`src/design/scpc_pkg.sv`:
```
// Constants, types and state layout for the socket clock power control block
package scpc_pkg;

  // ----------------------------------------
  // Register byte offsets
  // ----------------------------------------
  localparam logic [7:0] SCPC_OFS_SKT_CTRL = 8'h10;
  localparam logic [7:0] SCPC_OFS_PM       = 8'h20;
  localparam logic [7:0] SCPC_OFS_IRQ_STAT = 8'h30;
  localparam logic [7:0] SCPC_OFS_IRQ_EN   = 8'h34;
  localparam logic [7:0] SCPC_OFS_IRQ_CLR  = 8'h38;

  // ----------------------------------------
  // Field positions
  // ----------------------------------------
  localparam int SCPC_PM_ACCESS_BIT   = 25;
  localparam int SCPC_PM_RATE_BIT     = 24;
  localparam int SCPC_PM_EN_BIT       = 16;
  localparam int SCPC_PM_SEL_BIT      = 0;
  localparam int SCPC_CTRL_POLICY_BIT = 7;
  localparam int SCPC_IRQ_ACCESS_BIT  = 0;
  localparam int SCPC_IRQ_RATE_BIT    = 1;
  localparam int SCPC_IRQ_RESTORE_BIT = 2;
  localparam int SCPC_IRQ_W           = 3;
  localparam int SCPC_LANE_SHIFT      = 3;

  // ----------------------------------------
  // Reset values and sizes
  // ----------------------------------------
  localparam logic [31:0] SCPC_PM_RESET   = 32'h0000_0000;
  localparam logic [31:0] SCPC_ZERO_WORD  = 32'h0000_0000;
  localparam logic [2:0]  SCPC_IRQ_RESET  = 3'h0;
  localparam int          SCPC_SLOW_DIV   = 16;
  localparam int          SCPC_DIV_W      = 4;
  localparam int          SCPC_ADDR_W     = 8;

  typedef logic [SCPC_DIV_W-1:0] scpc_div_t;
  typedef logic [SCPC_IRQ_W-1:0] scpc_irq_t;

  typedef enum logic [1:0] {
    SCPC_RUN  = 2'b00,
    SCPC_STOP = 2'b01,
    SCPC_SLOW = 2'b10
  } scpc_mode_e;

  typedef struct packed {
    scpc_mode_e  mode;
    scpc_div_t   div_cnt;
    logic        clk_en;
    logic        policy_en;
    logic        sel;
    logic        idle_policy;
    logic        access_seen;
    scpc_irq_t   irq_stat;
    scpc_irq_t   irq_en;
    logic [31:0] prdata;
    logic        pslverr;
  } scpc_state_s;

endpackage

```
`src/design/scpc_sync.sv`:
```
// Three-stage input synchroniser with agreement filter
`timescale 1ns/1ns
`default_nettype none

module scpc_sync #(
  parameter int W = 2
) (
  input  wire logic         CLK,
  input  wire logic         RSTN,
  input  wire logic [W-1:0] D,
  output logic      [W-1:0] Q
);

  typedef struct packed {
    logic [W-1:0] s1;
    logic [W-1:0] s2;
    logic [W-1:0] s3;
    logic [W-1:0] q;
  } scpc_sync_s;

  scpc_sync_s st;
  scpc_sync_s next_st;
  logic [W-1:0] agree;

  // ----------------------------------------
  // Next state
  // ----------------------------------------
  // First stage feeds only the second, never the filter
  always_comb begin
    next_st    = st;
    next_st.s1 = D;
    next_st.s2 = st.s1;
    next_st.s3 = st.s2;
    agree      = ~(st.s2 ^ st.s3);
    next_st.q  = (st.s2 & agree) | (st.q & ~agree);
  end

  always_ff @(posedge CLK or negedge RSTN) begin
    if (!RSTN) begin
      st <= '0;
    end else begin
      st <= next_st;
    end
  end

  assign Q = st.q;

endmodule

`default_nettype wire

```
`src/design/scpc_top.sv`:
```
// Socket clock power control: policy registers, idle clock gating, APB slave
//
// Chosen here: the APB register port.
`timescale 1ns/1ns
`default_nettype none

// How it works
// - Gate or slow card clock only when idle
// - Card access sets access-seen bit 25
// - Reading the register clears access-seen
// - Bit 24 shows clock rate changed
// - Bit 16 enables policy, resets to zero
// - Select 0 lets idle clock stop
// - Select 1 slows clock by sixteen
// - Reserved bits always read zero
// - Register resets to all zeros
// - Idle policy bit clear needs host slowing
module scpc_top #(
  parameter int          ADDR_W   = scpc_pkg::SCPC_ADDR_W,
  parameter int unsigned SLOW_DIV = scpc_pkg::SCPC_SLOW_DIV
) (
  input  wire logic              CLK,
  input  wire logic              RSTN,
  input  wire logic              PSEL,
  input  wire logic              PENABLE,
  input  wire logic              PWRITE,
  input  wire logic [ADDR_W-1:0] PADDR,
  input  wire logic [31:0]       PWDATA,
  input  wire logic [3:0]        PSTRB,
  output logic      [31:0]       PRDATA,
  output logic                   PREADY,
  output logic                   PSLVERR,
  input  wire logic              CARD_ACCESS,
  input  wire logic              CARD_IDLE,
  input  wire logic              HOST_CLK_SLOWING,
  output logic                   CARD_CLK_EN,
  output logic                   CARD_CLK_STOPPED,
  output logic                   CARD_CLK_SLOWED,
  output logic                   IRQ
);

  // ----------------------------------------
  // Helper functions
  // ----------------------------------------
  function automatic logic addr_is(
    input logic [ADDR_W-1:0] addr,
    input logic [7:0]        ofs
  );
    addr_is = (addr == ADDR_W'(ofs));
  endfunction

  // Byte lane strobe covering a given bit position
  function automatic logic lane_on(
    input logic [3:0] strb,
    input int         pos
  );
    lane_on = strb[2'(pos >> scpc_pkg::SCPC_LANE_SHIFT)];
  endfunction

  // Stop and slow both count as a changed clock rate
  function automatic logic is_gated(
    input scpc_pkg::scpc_mode_e mode
  );
    is_gated = (mode != scpc_pkg::SCPC_RUN);
  endfunction

  // Power-management word; every bit not named here reads zero
  function automatic logic [31:0] pm_word(
    input logic access,
    input logic rate,
    input logic en,
    input logic sel
  );
    pm_word                               = scpc_pkg::SCPC_ZERO_WORD;
    pm_word[scpc_pkg::SCPC_PM_ACCESS_BIT] = access;
    pm_word[scpc_pkg::SCPC_PM_RATE_BIT]   = rate;
    pm_word[scpc_pkg::SCPC_PM_EN_BIT]     = en;
    pm_word[scpc_pkg::SCPC_PM_SEL_BIT]    = sel;
  endfunction

  // ----------------------------------------
  // Declarations
  // ----------------------------------------
  scpc_pkg::scpc_state_s st;
  scpc_pkg::scpc_state_s next_st;

  logic [1:0]              pin_raw;
  logic [1:0]              pin_sync;
  logic                    card_idle;
  logic                    host_slowing;
  logic                    setup;
  logic                    wr;
  logic                    rd;
  logic                    hit_pm;
  logic                    hit_ctrl;
  logic                    hit_stat;
  logic                    hit_en;
  logic                    hit_clr;
  logic                    idle_ok;
  logic                    rate_changed;
  logic                    rd_pm_clear;
  logic [31:0]             rdata;
  logic                    rerr;
  scpc_pkg::scpc_irq_t     irq_event;
  scpc_pkg::scpc_irq_t     irq_clear;
  scpc_pkg::scpc_irq_t     irq_keep;
  scpc_pkg::scpc_div_t     div_last;

  // ----------------------------------------
  // Pin synchronisers
  // ----------------------------------------
  // Card access pulse is already on this clock; only the pins are filtered
  assign pin_raw = {HOST_CLK_SLOWING, CARD_IDLE};

  scpc_sync #(
    .W (2)
  ) u_pin_sync (
    .CLK  (CLK),
    .RSTN (RSTN),
    .D    (pin_raw),
    .Q    (pin_sync)
  );

  assign card_idle    = pin_sync[0];
  assign host_slowing = pin_sync[1];

  // ----------------------------------------
  // Bus decode
  // ----------------------------------------
  // Zero wait states: every access phase completes at once
  assign PREADY = 1'b1;
  assign setup  = PSEL & ~PENABLE;
  assign wr     = PSEL & PENABLE & PWRITE;
  assign rd     = PSEL & PENABLE & ~PWRITE;

  always_comb begin
    hit_pm   = 1'b0;
    hit_ctrl = 1'b0;
    hit_stat = 1'b0;
    hit_en   = 1'b0;
    hit_clr  = 1'b0;
    if (addr_is(PADDR, scpc_pkg::SCPC_OFS_PM)) begin
      hit_pm = 1'b1;
    end else if (addr_is(PADDR, scpc_pkg::SCPC_OFS_SKT_CTRL)) begin
      hit_ctrl = 1'b1;
    end else if (addr_is(PADDR, scpc_pkg::SCPC_OFS_IRQ_STAT)) begin
      hit_stat = 1'b1;
    end else if (addr_is(PADDR, scpc_pkg::SCPC_OFS_IRQ_EN)) begin
      hit_en = 1'b1;
    end else if (addr_is(PADDR, scpc_pkg::SCPC_OFS_IRQ_CLR)) begin
      hit_clr = 1'b1;
    end
  end

  // ----------------------------------------
  // Read data, captured in the setup cycle
  // ----------------------------------------
  assign rate_changed = is_gated(st.mode);

  always_comb begin
    rdata = scpc_pkg::SCPC_ZERO_WORD;
    rerr  = 1'b0;
    if (hit_pm) begin
      rdata = pm_word(st.access_seen, rate_changed, st.policy_en, st.sel);
    end else if (hit_ctrl) begin
      rdata[scpc_pkg::SCPC_CTRL_POLICY_BIT] = st.idle_policy;
    end else if (hit_stat) begin
      rdata[scpc_pkg::SCPC_IRQ_W-1:0] = st.irq_stat;
    end else if (hit_en) begin
      rdata[scpc_pkg::SCPC_IRQ_W-1:0] = st.irq_en;
    end else if (hit_clr) begin
      rdata = scpc_pkg::SCPC_ZERO_WORD;
    end else begin
      rerr = 1'b1;
    end
  end

  // Only a flag that was actually returned is cleared, so an access
  // landing between setup and access phase is not lost.
  assign rd_pm_clear = rd & hit_pm
                     & st.prdata[scpc_pkg::SCPC_PM_ACCESS_BIT];

  // ----------------------------------------
  // Idle qualification
  // ----------------------------------------
  // A card access in flight always vetoes gating
  assign idle_ok = st.policy_en
                 & card_idle
                 & (st.idle_policy | host_slowing)
                 & ~CARD_ACCESS;

  // SLOW_DIV must fit the count width; a larger value would wrap
  assign div_last = scpc_pkg::scpc_div_t'(SLOW_DIV - 1);

  // ----------------------------------------
  // Interrupt events and clears
  // ----------------------------------------
  always_comb begin
    irq_event = scpc_pkg::SCPC_IRQ_RESET;
    irq_clear = scpc_pkg::SCPC_IRQ_RESET;
    irq_event[scpc_pkg::SCPC_IRQ_ACCESS_BIT] = CARD_ACCESS;
    irq_event[scpc_pkg::SCPC_IRQ_RATE_BIT] =
      ~is_gated(st.mode) & idle_ok;
    irq_event[scpc_pkg::SCPC_IRQ_RESTORE_BIT] =
      is_gated(st.mode) & ~idle_ok;
    if (wr && hit_clr && PSTRB[0]) begin
      irq_clear = PWDATA[scpc_pkg::SCPC_IRQ_W-1:0];
    end
  end

  // ----------------------------------------
  // Sticky interrupt status, one cell per event
  // ----------------------------------------
  // Set wins over a clear in the same cycle
  for (genvar i = 0; i < scpc_pkg::SCPC_IRQ_W; i++) begin : g_sticky
    assign irq_keep[i] = irq_event[i] | (st.irq_stat[i] & ~irq_clear[i]);
  end

  // ----------------------------------------
  // Next state
  // ----------------------------------------
  always_comb begin
    next_st = st;

    // Bus answer, loaded during setup, held through access
    if (setup) begin
      next_st.prdata  = rdata;
      next_st.pslverr = rerr;
    end

    // Set wins over a clearing read
    next_st.access_seen = CARD_ACCESS
                        | (st.access_seen & ~rd_pm_clear);

    // Writable fields only; status and reserved bits drop writes
    if (wr && hit_pm) begin
      if (lane_on(PSTRB, scpc_pkg::SCPC_PM_EN_BIT)) begin
        next_st.policy_en = PWDATA[scpc_pkg::SCPC_PM_EN_BIT];
      end
      if (lane_on(PSTRB, scpc_pkg::SCPC_PM_SEL_BIT)) begin
        next_st.sel = PWDATA[scpc_pkg::SCPC_PM_SEL_BIT];
      end
    end
    // Idle policy lives in the socket control word, bit 7 only
    if (wr && hit_ctrl) begin
      if (lane_on(PSTRB, scpc_pkg::SCPC_CTRL_POLICY_BIT)) begin
        next_st.idle_policy = PWDATA[scpc_pkg::SCPC_CTRL_POLICY_BIT];
      end
    end
    if (wr && hit_en && PSTRB[0]) begin
      next_st.irq_en = PWDATA[scpc_pkg::SCPC_IRQ_W-1:0];
    end

    // Sticky status from the per-event cells
    next_st.irq_stat = irq_keep;

    // Clock mode
    case (st.mode)
      scpc_pkg::SCPC_RUN: begin
        if (idle_ok) begin
          if (st.sel) begin
            next_st.mode = scpc_pkg::SCPC_SLOW;
          end else begin
            next_st.mode = scpc_pkg::SCPC_STOP;
          end
          next_st.div_cnt = '0;
        end
      end
      scpc_pkg::SCPC_STOP: begin
        if (!idle_ok) begin
          next_st.mode = scpc_pkg::SCPC_RUN;
        end else if (st.sel) begin
          next_st.mode    = scpc_pkg::SCPC_SLOW;
          next_st.div_cnt = '0;
        end
      end
      scpc_pkg::SCPC_SLOW: begin
        if (!idle_ok) begin
          next_st.mode = scpc_pkg::SCPC_RUN;
        end else if (!st.sel) begin
          next_st.mode = scpc_pkg::SCPC_STOP;
        end else if (st.div_cnt == div_last) begin
          next_st.div_cnt = '0;
        end else begin
          next_st.div_cnt = st.div_cnt + scpc_pkg::scpc_div_t'(1);
        end
      end
      default: begin
        next_st.mode = scpc_pkg::SCPC_RUN;
      end
    endcase

    // One enable in SLOW_DIV cycles when slowed, none when stopped
    case (next_st.mode)
      scpc_pkg::SCPC_RUN: begin
        next_st.clk_en = 1'b1;
      end
      scpc_pkg::SCPC_SLOW: begin
        next_st.clk_en = (next_st.div_cnt == '0);
      end
      default: begin
        next_st.clk_en = 1'b0;
      end
    endcase
  end

  // ----------------------------------------
  // State register
  // ----------------------------------------
  always_ff @(posedge CLK or negedge RSTN) begin
    if (!RSTN) begin
      // Clock runs freely out of reset, with the policy disabled
      st.mode        <= scpc_pkg::SCPC_RUN;
      st.div_cnt     <= '0;
      st.clk_en      <= 1'b1;
      st.policy_en   <= scpc_pkg::SCPC_PM_RESET[scpc_pkg::SCPC_PM_EN_BIT];
      st.idle_policy <= 1'b0;
      st.prdata      <= scpc_pkg::SCPC_ZERO_WORD;
      st.pslverr     <= 1'b0;
      st.sel         <= scpc_pkg::SCPC_PM_RESET[scpc_pkg::SCPC_PM_SEL_BIT];
      st.access_seen <= scpc_pkg::SCPC_PM_RESET[scpc_pkg::SCPC_PM_ACCESS_BIT];
      st.irq_stat    <= scpc_pkg::SCPC_IRQ_RESET;
      st.irq_en      <= scpc_pkg::SCPC_IRQ_RESET;
    end else begin
      st <= next_st;
    end
  end

  // ----------------------------------------
  // Outputs
  // ----------------------------------------
  assign PRDATA           = st.prdata;
  // Error shown only in the access phase, so an idle bus reads clean
  assign PSLVERR          = st.pslverr & PSEL & PENABLE;
  assign CARD_CLK_EN      = st.clk_en;
  assign CARD_CLK_STOPPED = (st.mode == scpc_pkg::SCPC_STOP);
  assign CARD_CLK_SLOWED  = (st.mode == scpc_pkg::SCPC_SLOW);
  assign IRQ              = |(st.irq_stat & st.irq_en);

endmodule

`default_nettype wire
```
`config.mk`:
```
export PLATFORM = sky130hd
export DESIGN_NAME = scpc_top
export DESIGN_NICKNAME = d
export VERILOG_FILES = /design/src/design/scpc_pkg.sv /design/src/design/scpc_sync.sv /design/src/design/scpc_top.sv
export SDC_FILE = /design/constraint.sdc
export NUM_CORES = 1
export LEC_CHECK = 0
export BUFFER_PORTS_ARGS = -buffer_cell sky130_fd_sc_hd__buf_4
export CAP_MARGIN = 25
export CORE_UTILIZATION = 39
export DETAILED_ROUTE_END_ITERATION = 12
export PLACE_DENSITY_LB_ADDON = 0.2
export SYNTH_ARGS = -nofsm -noshare
export SYNTH_HDL_FRONTEND = slang
export SYNTH_SLANG_ARGS = --single-unit
```
`constraint.sdc`:
```
create_clock -name CLK -period 1.45 [get_ports CLK]
set_clock_uncertainty 0.2 [all_clocks]
set_input_delay 0.145 -clock CLK [delete_from_list [all_inputs] [get_ports CLK]]
set_output_delay 0.145 -clock CLK [all_outputs]
set_load 0.03 [all_outputs]
```
* Word level (Yosys, flattened, before mapping)
Cells that the tools add are included.
Storage, ports and cells: bits in registers 45, output and inout port bits 38, logic and storage cells 80
Operators by class: equal/unequal tests 8, muxes and demuxes 28, bitwise gates (word level) 22, reduce and logical (&&, ||, !) cells 13
Operator list (count):
- $eq A8 B6 Y1 const B | 4
- $mux W26 | 1
- $mux W1 | 22
- $and A1 B1 Y1 | 12
- $mux W3 | 4
- $eq A8 B5 Y1 const B | 1
- $logic_and A1 B1 Y1 | 6
- $not A1 Y1 | 6
- $eq A2 B2 Y1 const B | 2
- $logic_not A2 Y1 | 2
- $reduce_and A2 Y1 | 2
- $and A3 B3 Y3 | 1
- $or A1 B1 Y1 | 3
- $reduce_or A3 Y1 | 1
- $eq A2 B1 Y1 const B | 1
- $mux W2 | 1
- $reduce_bool A2 Y1 | 1
- $reduce_or A2 Y1 | 1

* Longest topological paths before layout
Gate-level depths: netlist (run 1).
depth after elaboration 12, mapped depth 4

* Worst setup path after synthesis (run 1)
OpenSTA, ideal clock, no wires.
path type input to register, start input port PADDR[7], end register st[33] in the netlist's numbering, setup time 128 ps, data arrival time 1383 ps, path slack -261 ps, stages 3, cells stage by stage or4_4 > nor4_4 > mux2_1
Between the ends: longest elaborated chain between the ends 7
Ends and longest elaborated chain:
- start: declaration | line scpc_top.sv:27 | input wire logic [ADDR_W-1:0] PADDR,
- $eq A8 B6 Y1 | line scpc_top.sv:49 | addr_is = (addr == ADDR_W'(ofs));
- $mux W1 | line scpc_top.sv:148 | end else if (addr_is(PADDR, scpc_pkg::SCPC_OFS_IRQ_EN)) begin
- $mux W1 | line scpc_top.sv:146 | end else if (addr_is(PADDR, scpc_pkg::SCPC_OFS_IRQ_STAT)) begin
- $mux W1 | line scpc_top.sv:144 | end else if (addr_is(PADDR, scpc_pkg::SCPC_OFS_SKT_CTRL)) begin
- $mux W1 * | line scpc_top.sv:142 | if (addr_is(PADDR, scpc_pkg::SCPC_OFS_PM)) begin
- $logic_and A1 B1 Y1 * (2 in a row) | line scpc_top.sv:250 | if (wr && hit_en && PSTRB[0]) begin
- end signal: assignment | line scpc_top.sv:325 | st <= next_st;
- end: declaration | line scpc_top.sv:84 | scpc_pkg::scpc_state_s st;
Every way passes the cells marked *; elsewhere a longest branch is shown, timed or not. A chain may end at the register's enable or synchronous reset.

* Worst setup path in the final report (run 1)
start register st[38] in the netlist's numbering, end output port IRQ
Between the ends: longest elaborated chain between the ends 2
Ends and longest elaborated chain:
- $and A3 B3 Y3 | line scpc_top.sv:338 | assign IRQ = |(st.irq_stat & st.irq_en);
- $reduce_or A3 Y1 | line scpc_top.sv:338
- end: declaration | line scpc_top.sv:39 | output logic IRQ
Every way passes these cells.

==> results.tsv, run 1 <==
stage	metric	value	unit
worst_setup_path	CP required	1110	ps
clock_network	clk sinks	19	
worst_setup_path	Crit Path Max Fanout	3	
clock_network	Longest Clk Path Bufs	2	
finish	Inserted Diodes	0	
sta	period utilization	1.11	
clock_network	H-Tree Depth	1	
die	DIE HEIGHT	56.9	um
worst_setup_path	worst r2r dst	PRDATA[0]$_DFFE_PN0P_	
worst_setup_path	arrival time worst endpoint	1270	ps
sta	unrepaired setup endpoints after global routing	true	
finish	Nets	215	
finish	Non-Filler Instances	193	
power_and_ir_drop	VDD IR max	371	uV
worst_setup_path	Setup CP Type	register to output pin	
logic_synthesis	Synth Warn #	0	
logic_synthesis	most common cell in the netlist	buf_4	
global_routing	antenna violations before repair	0	
die	row count	19	
status	violated checks	DRC, setup timing	
clock_network	Worst-path clk slew	100	ps
logic_synthesis	FFs w/ async S/R, synth	1.00	
die	Ports	90	
power_and_ir_drop	Gate power share	0.248	
clock_network	CTS tree	yes	
die	area of the die	3230	um2
die	Starting Density	0.418	
global_routing	Tot GR Track Use	0.143	
global_routing	first-pass GRT wire length	3590	um
die	Die Wd	56.9	um
finish	final instance area	1500	um2
logic_synthesis	top post-synthesis cells by count	33 x buf_4, 18 x dfrtp_1, 11 x nand2_1	
worst_setup_path	Setup crit end kind	output pin	
logic_synthesis	Post-Syn Area	1170	um2
clock_network	CTS root buf	clkbuf_4	
clock_network	cts bufs inserted	3	
sta	Final TNS setup	-328	ps
logic_synthesis	library cells used by synthesis	36	
power_and_ir_drop	Flop pwr share	0.511	
worst_setup_path	reg2reg setup slack	260	ps
logic_synthesis	Yosys top cell by area	dfrtp_1	
place	hpwl dp	1730	um
global_routing	number of global-route vias before repair	828	
detailed_routing	Routed Antenna Nets	0	
detailed_routing	WL/cell	11.7	um
power_and_ir_drop	switching share of power	0.309	
logic_synthesis	synth top area cells	dfrtp_1 38%, buf_4 21%, nand2_1 3.5%	
place	area post-placement	1370	um2
logic_synthesis	post-synthesis instance total	118	
finish	Filler cells	262	
worst_setup_path	Worst R2R Start	st[36]$_DFF_PN0_	
sta	final max-slew violation count	0	
place	worst slack at placement	-362	ps
finish	layout cells sized above 1	0.358	
power_and_ir_drop	Int Pwr	0.000737	W
power_and_ir_drop	Sw Pwr	0.000330	W
global_routing	largest net degree at the start of global routing	20	
logic_synthesis	synthesized area per cell	9.95	um2
hold_path	Hold Startpoint	PADDR[3]	
hold_path	Hold EP	PRDATA[7]$_DFFE_PN0P_	
sta	Peak Freq	621	MHz
detailed_routing	initial DRC count	29	
worst_setup_path	reg2reg path depth	3	
sta	final-report hold violation count	0	
sta	setup violators final	7	
global_routing	total grt overflow	0	
logic_synthesis	Synth top area share	0.384	
finish	Area Overhead vs Synth	27.8	%
clock_network	clk_lat worst skew	280	ps
detailed_routing	DRC viols	7	
detailed_routing	drt pass-1 iters	8	
hold_path	hold path depth	4	
place	port buffer count	29	
detailed_routing	total wire length	2260	um
detailed_routing	vias per inst	4.65	
place	gpl congestion	0.819	
logic_synthesis	number of flops mapped to enable cells by yosys	0	
logic_synthesis	sequential fraction of the synthesis area	0.406	
hold_path	Hold WC Path Type	input pin to register	
power_and_ir_drop	Clock power frac	0.241	
power_and_ir_drop	pwr/cell area	712	nW/um2
logic_synthesis	#FFs+latches synth	19	
flow_run	max-cap viol count	0	
sta	WHS	5.78	ps
worst_setup_path	critical path launch point type	register	
sta	Final WS setup	-161	ps
die	core area	2810	um2
sta	crit path time final	1610	ps
power_and_ir_drop	Pleak	0.739	nW
detailed_routing	Vias	897	
place	Inst Count DP	181	
logic_synthesis	Top FF cell, synth	dfrtp_1	
status	status	complete, but fails checks	
[cells in the final DEF, fill, tap and decap left out, types with 2 or more instances in the layout]
cell	count
buf_4	37
conb_1	30
dfrtp_1	18
nand2_1	11
dlygate4sd3_1	7
nand3_1	4
nand2b_1	3
mux2_2	3
clkbuf_4	3
buf_6	3
inv_1	2
or4_4	2
nand4_1	2
nor2_1	2
a31oi_1	2
nor2b_1	2
o21ai_0	2
mux2_4	2
mux2i_1	2
o21ai_2	2
[through the flow]
step	utilization	total power (W)
final	0.535	0.00107
after global routing	0.535	0.00112
after CTS	0.530	0.00108
after detailed placement	0.488	0.000799
after global placement	0.488	0.000796
after floorplan	-	0.000760
[final cells by class]
cell class | instances | area [um2] | area share
tap | 31 | 38.8 | 0.0259
timing repair buffer | 47 | 382 | 0.254
clock buffer | 4 | 26.3 | 0.0175
multi-input combinational | 90 | 569 | 0.379
inverter | 2 | 7.51 | 0.00500
sequential | 19 | 477 | 0.318
[how the worst max path moves through the flow]
stage / from / end / slack [ps] / depth (start not counted)
after floorplan: PADDR[7] / PRDATA[0]$_DFFE_PN0P_ / -210 / 3
after global placement: PADDR[7] / PRDATA[0]$_DFFE_PN0P_ / -350 / 4
after detailed placement: PADDR[7] / PRDATA[2]$_DFFE_PN0P_ / -360 / 4
after CTS: st[38]$_DFF_PN0_ / IRQ / -150 / 3
after global routing: st[38]$_DFF_PN0_ / IRQ / -300 / 3
final: st[38]$_DFF_PN0_ / IRQ / -160 / 3
[power groups by stage]
stage               combinational (W)  clock (W)  sequential (W)
floorplan                    0.000202          0        0.000558
global placement             0.000241          0        0.000555
detailed placement           0.000244          0        0.000555
CTS                          0.000262   0.000268        0.000545
global route                 0.000281   0.000294        0.000547
finish                       0.000265   0.000258        0.000545
[state kept, by name (all words and copies together) (netlist names)]
name	count
st	12
PRDATA	6
CARD_CLK_EN	1
[timing repair]
item	in CTS	in global routing
hold buffers	7	0
buffers inserted	1	0
cloned	0	0
endpoints found under the setup margin	7	8
pin swaps	5	1
hold endpoints to repair	30	0
gates resized for setup	4	4
[routing by layer]
layer  wire, um  GRT usage  part of all wire  vias to the layer above
met5          0          0                 0                        -
met4         21     0.0523            0.0093                        0
met3        105     0.0276             0.046                        2
met2       1140      0.255              0.51                       33
met1        990      0.170              0.44                      424
li1           -          -                 -                      438
[worst max-delay path, stage by stage, from the launching register on]
cell	delay [ps]
dfrtp_1	420
a222oi_1	310
inv_1	100
buf_6	150
[cell families (layout without fill, tap and decap cells)]
| family | count (synthesis) | count (layout) | synth area share |
|---|---|---|---|
| buffers and inverters | 37 | 53 | 0.224 |
| AND/OR/NAND/NOR | 37 | 37 | 0.196 |
| XOR/XNOR | 1 | 1 | 0.00746 |
| other | 2 | 30 | 0.00640 |
| multiplexers | 8 | 8 | 0.0746 |
| AO/OA/AOI/OAI | 14 | 14 | 0.0853 |
| flip-flops | 19 | 19 | 0.406 |
Note: power is estimated with default switching activity, not from simulation.
==> run 2, diff against run 1 <==
--- a/config.mk
+++ b/config.mk
@@ -9,7 +9,8 @@
 export CAP_MARGIN = 25
 export CORE_UTILIZATION = 39
 export DETAILED_ROUTE_END_ITERATION = 12
-export PLACE_DENSITY_LB_ADDON = 0.2
+export PLACE_DENSITY = 0.75
+export SKIP_LAST_GASP = 1
 export SYNTH_ARGS = -nofsm -noshare
 export SYNTH_HDL_FRONTEND = slang
 export SYNTH_SLANG_ARGS = --single-unit
==> run 2 against run 1 <==
Maximum frequency is 3.0% lower. Count of clock-buffer cells in the layout is 1 lower. Combinational power hardly changed. Worst hold slack worse by 27 ps. Largest cell class unchanged. The flow finishes with violations (DRC, hold timing, setup timing). Highest routed layer unchanged.
==> results.tsv, run 2 (synthesis gave the netlist of run 1 again) <==
stage	metric	value	unit
global_routing	antenna violations before repair	0	
die	Starting Density	0.418	
detailed_routing	initial DRC count	34	
status	status	complete, but fails checks	
finish	Area Overhead vs Synth	29.6	%
worst_setup_path	critical path launch point type	register	
clock_network	CTS root buf	clkbuf_4	
detailed_routing	Routed Antenna Nets	0	
worst_setup_path	worst r2r dst	PRDATA[0]$_DFFE_PN0P_	
clock_network	cts bufs inserted	3	
worst_setup_path	Worst R2R Start	st[36]$_DFF_PN0_	
global_routing	first-pass GRT wire length	3720	um
sta	Peak Freq	602	MHz
clock_network	CTS tree	yes	
power_and_ir_drop	Pwr Total	0.00110	W
status	violated checks	DRC, hold timing, setup timing	
clock_network	Longest Clk Path Bufs	2	
die	area of the die	3230	um2
clock_network	clk sinks	19	
flow_run	max-cap viol count	0	
worst_setup_path	critical path's top delay family	flip-flops	
global_routing	largest net degree at the start of global routing	20	
worst_setup_path	Crit Path Max Fanout	2	
sta	setup violators final	2	
global_routing	total grt overflow	0	
place	port buffer count	29	
sta	period utilization	1.15	
hold_path	Hold WC Path Type	input pin to register	
place	gpl congestion	0.778	
sta	Final WS setup	-211	ps
detailed_routing	vias per inst	4.72	
detailed_routing	total wire length	2360	um
detailed_routing	drt pass-1 iters	11	
worst_setup_path	Setup crit end kind	output pin	
clock_network	clk_lat worst skew	320	ps
worst_setup_path	reg2reg setup slack	220	ps
worst_setup_path	Setup CP Type	register to output pin	
power_and_ir_drop	Pleak	0.750	nW
detailed_routing	Vias	926	
global_routing	Tot GR Track Use	0.151	
place	Inst Count DP	181	
sta	unrepaired setup endpoints after global routing	true	
worst_setup_path	CP required	1110	ps
sta	final max-slew violation count	0	
die	row count	19	
sta	Final TNS setup	-237	ps
sta	crit path time final	1660	ps
worst_setup_path	CP Cell Sequence	a222oi_1, inv_1, buf_6	
die	core area	2810	um2
die	Ports	90	
clock_network	H-Tree Depth	1	
worst_setup_path	reg2reg path depth	3	
die	Die Wd	56.9	um
hold_path	hold path depth	4	
finish	fin util	0.542	
worst_setup_path	arrival time worst endpoint	1320	ps
power_and_ir_drop	pwr/cell area	725	nW/um2
sta	final-report hold violation count	2	
finish	Largest Register	st	
detailed_routing	DRC viols	6	
sta	WHS	-21.6	ps
finish	layout cells sized above 1	0.364	
worst_setup_path	CP max stage cell	dfrtp_1	
hold_path	Hold EP	PRDATA[7]$_DFFE_PN0P_	
die	DIE HEIGHT	56.9	um
worst_setup_path	Max stage delay on crit path	410	ps
finish	Nets	218	
detailed_routing	WL/cell	12.0	um
finish	most frequent cells in the layout	40 x buf_4, 30 x conb_1, 18 x dfrtp_1	
global_routing	number of global-route vias before repair	849	
finish	max FFs per register	12	
finish	Inserted Diodes	0	
power_and_ir_drop	VDD IR max	624	uV
hold_path	Hold Startpoint	PADDR[3]	
place	hpwl dp	1760	um
finish	commonest non-fill, non-tap cell in the layout	buf_4	
clock_network	Worst-path clk slew	120	ps
worst_setup_path	CP bufs+invs	2	
finish	Non-Filler Instances	196	
[run 2: cell types whose count changed in the layout (fill, tap and decap cells not counted), sizes merged]
cell      change
buf           +3
clkbuf        -1
clkinvlp      +1
[run 2: worst max path at each step]
| stage | from | endpoint | cells after the start |
|---|---|---|---|
| after floorplan | PADDR[7] | PRDATA[0]$_DFFE_PN0P_ | 3 |
| after global placement | PADDR[7] | PRDATA[0]$_DFFE_PN0P_ | 4 |
| after detailed placement | PADDR[7] | PRDATA[0]$_DFFE_PN0P_ | 4 |
| after CTS | st[35]$_DFFE_PN0P_ | IRQ | 3 |
| after global routing | st[38]$_DFF_PN0_ | IRQ | 3 |
| final | st[38]$_DFF_PN0_ | IRQ | 3 |
[run 2: area by class of cell]
class	count	area [um2]
repair buffers	50	404
clock inverters	1	7.51
inverters	2	7.51
clock buffers	3	22.5
well taps	31	38.8
multi-input cells	90	564
fillers	245	1280
flip-flops and latches	19	477
[run 2: power by group]
group / internal (W) / switching [W]
clock network: 0.000106 / 0.000185
logic: 0.0000918 / 0.000175
registers: 0.000540 / 0.00000612
[run 2: what timing repair did]
| action | CTS | global route |
|---|---|---|
| setup endpoints to repair | 4 | 7 |
| endpoints found under the hold margin | 32 | 0 |
| hold buffers | 7 | 0 |
| pin swaps | 5 | 2 |
| gates resized for setup | 3 | 3 |
| setup buffers | 3 | 1 |
[run 2: metrics by stage]
stage / setup WS (ps) / cell area, um2
final: -211 / 1520
after global routing: -287 / 1520
after CTS: -213 / 1500
after detailed placement: -374 / 1370
after global placement: -346 / 1370
after floorplan: -207 / 1290
[run 2: worst min-delay path, cell delays in order]
cell and delay (ps):
buf_4 100, nor4b_1 60, nand3_1 90, o21ai_0 70
[run 2: per-layer routing]
| metal | wire length [um] | part of all wire | vias up | global-route usage |
|---|---|---|---|---|
| li1 | - | - | 444 | - |
| met2 | 1250 | 0.53 | 42 | 0.265 |
| met3 | 105 | 0.045 | 5 | 0.0161 |
| met1 | 959 | 0.41 | 435 | 0.178 |
| met5 | 0 | 0 | - | 0 |
| met4 | 46 | 0.020 | 0 | 0.0836 |
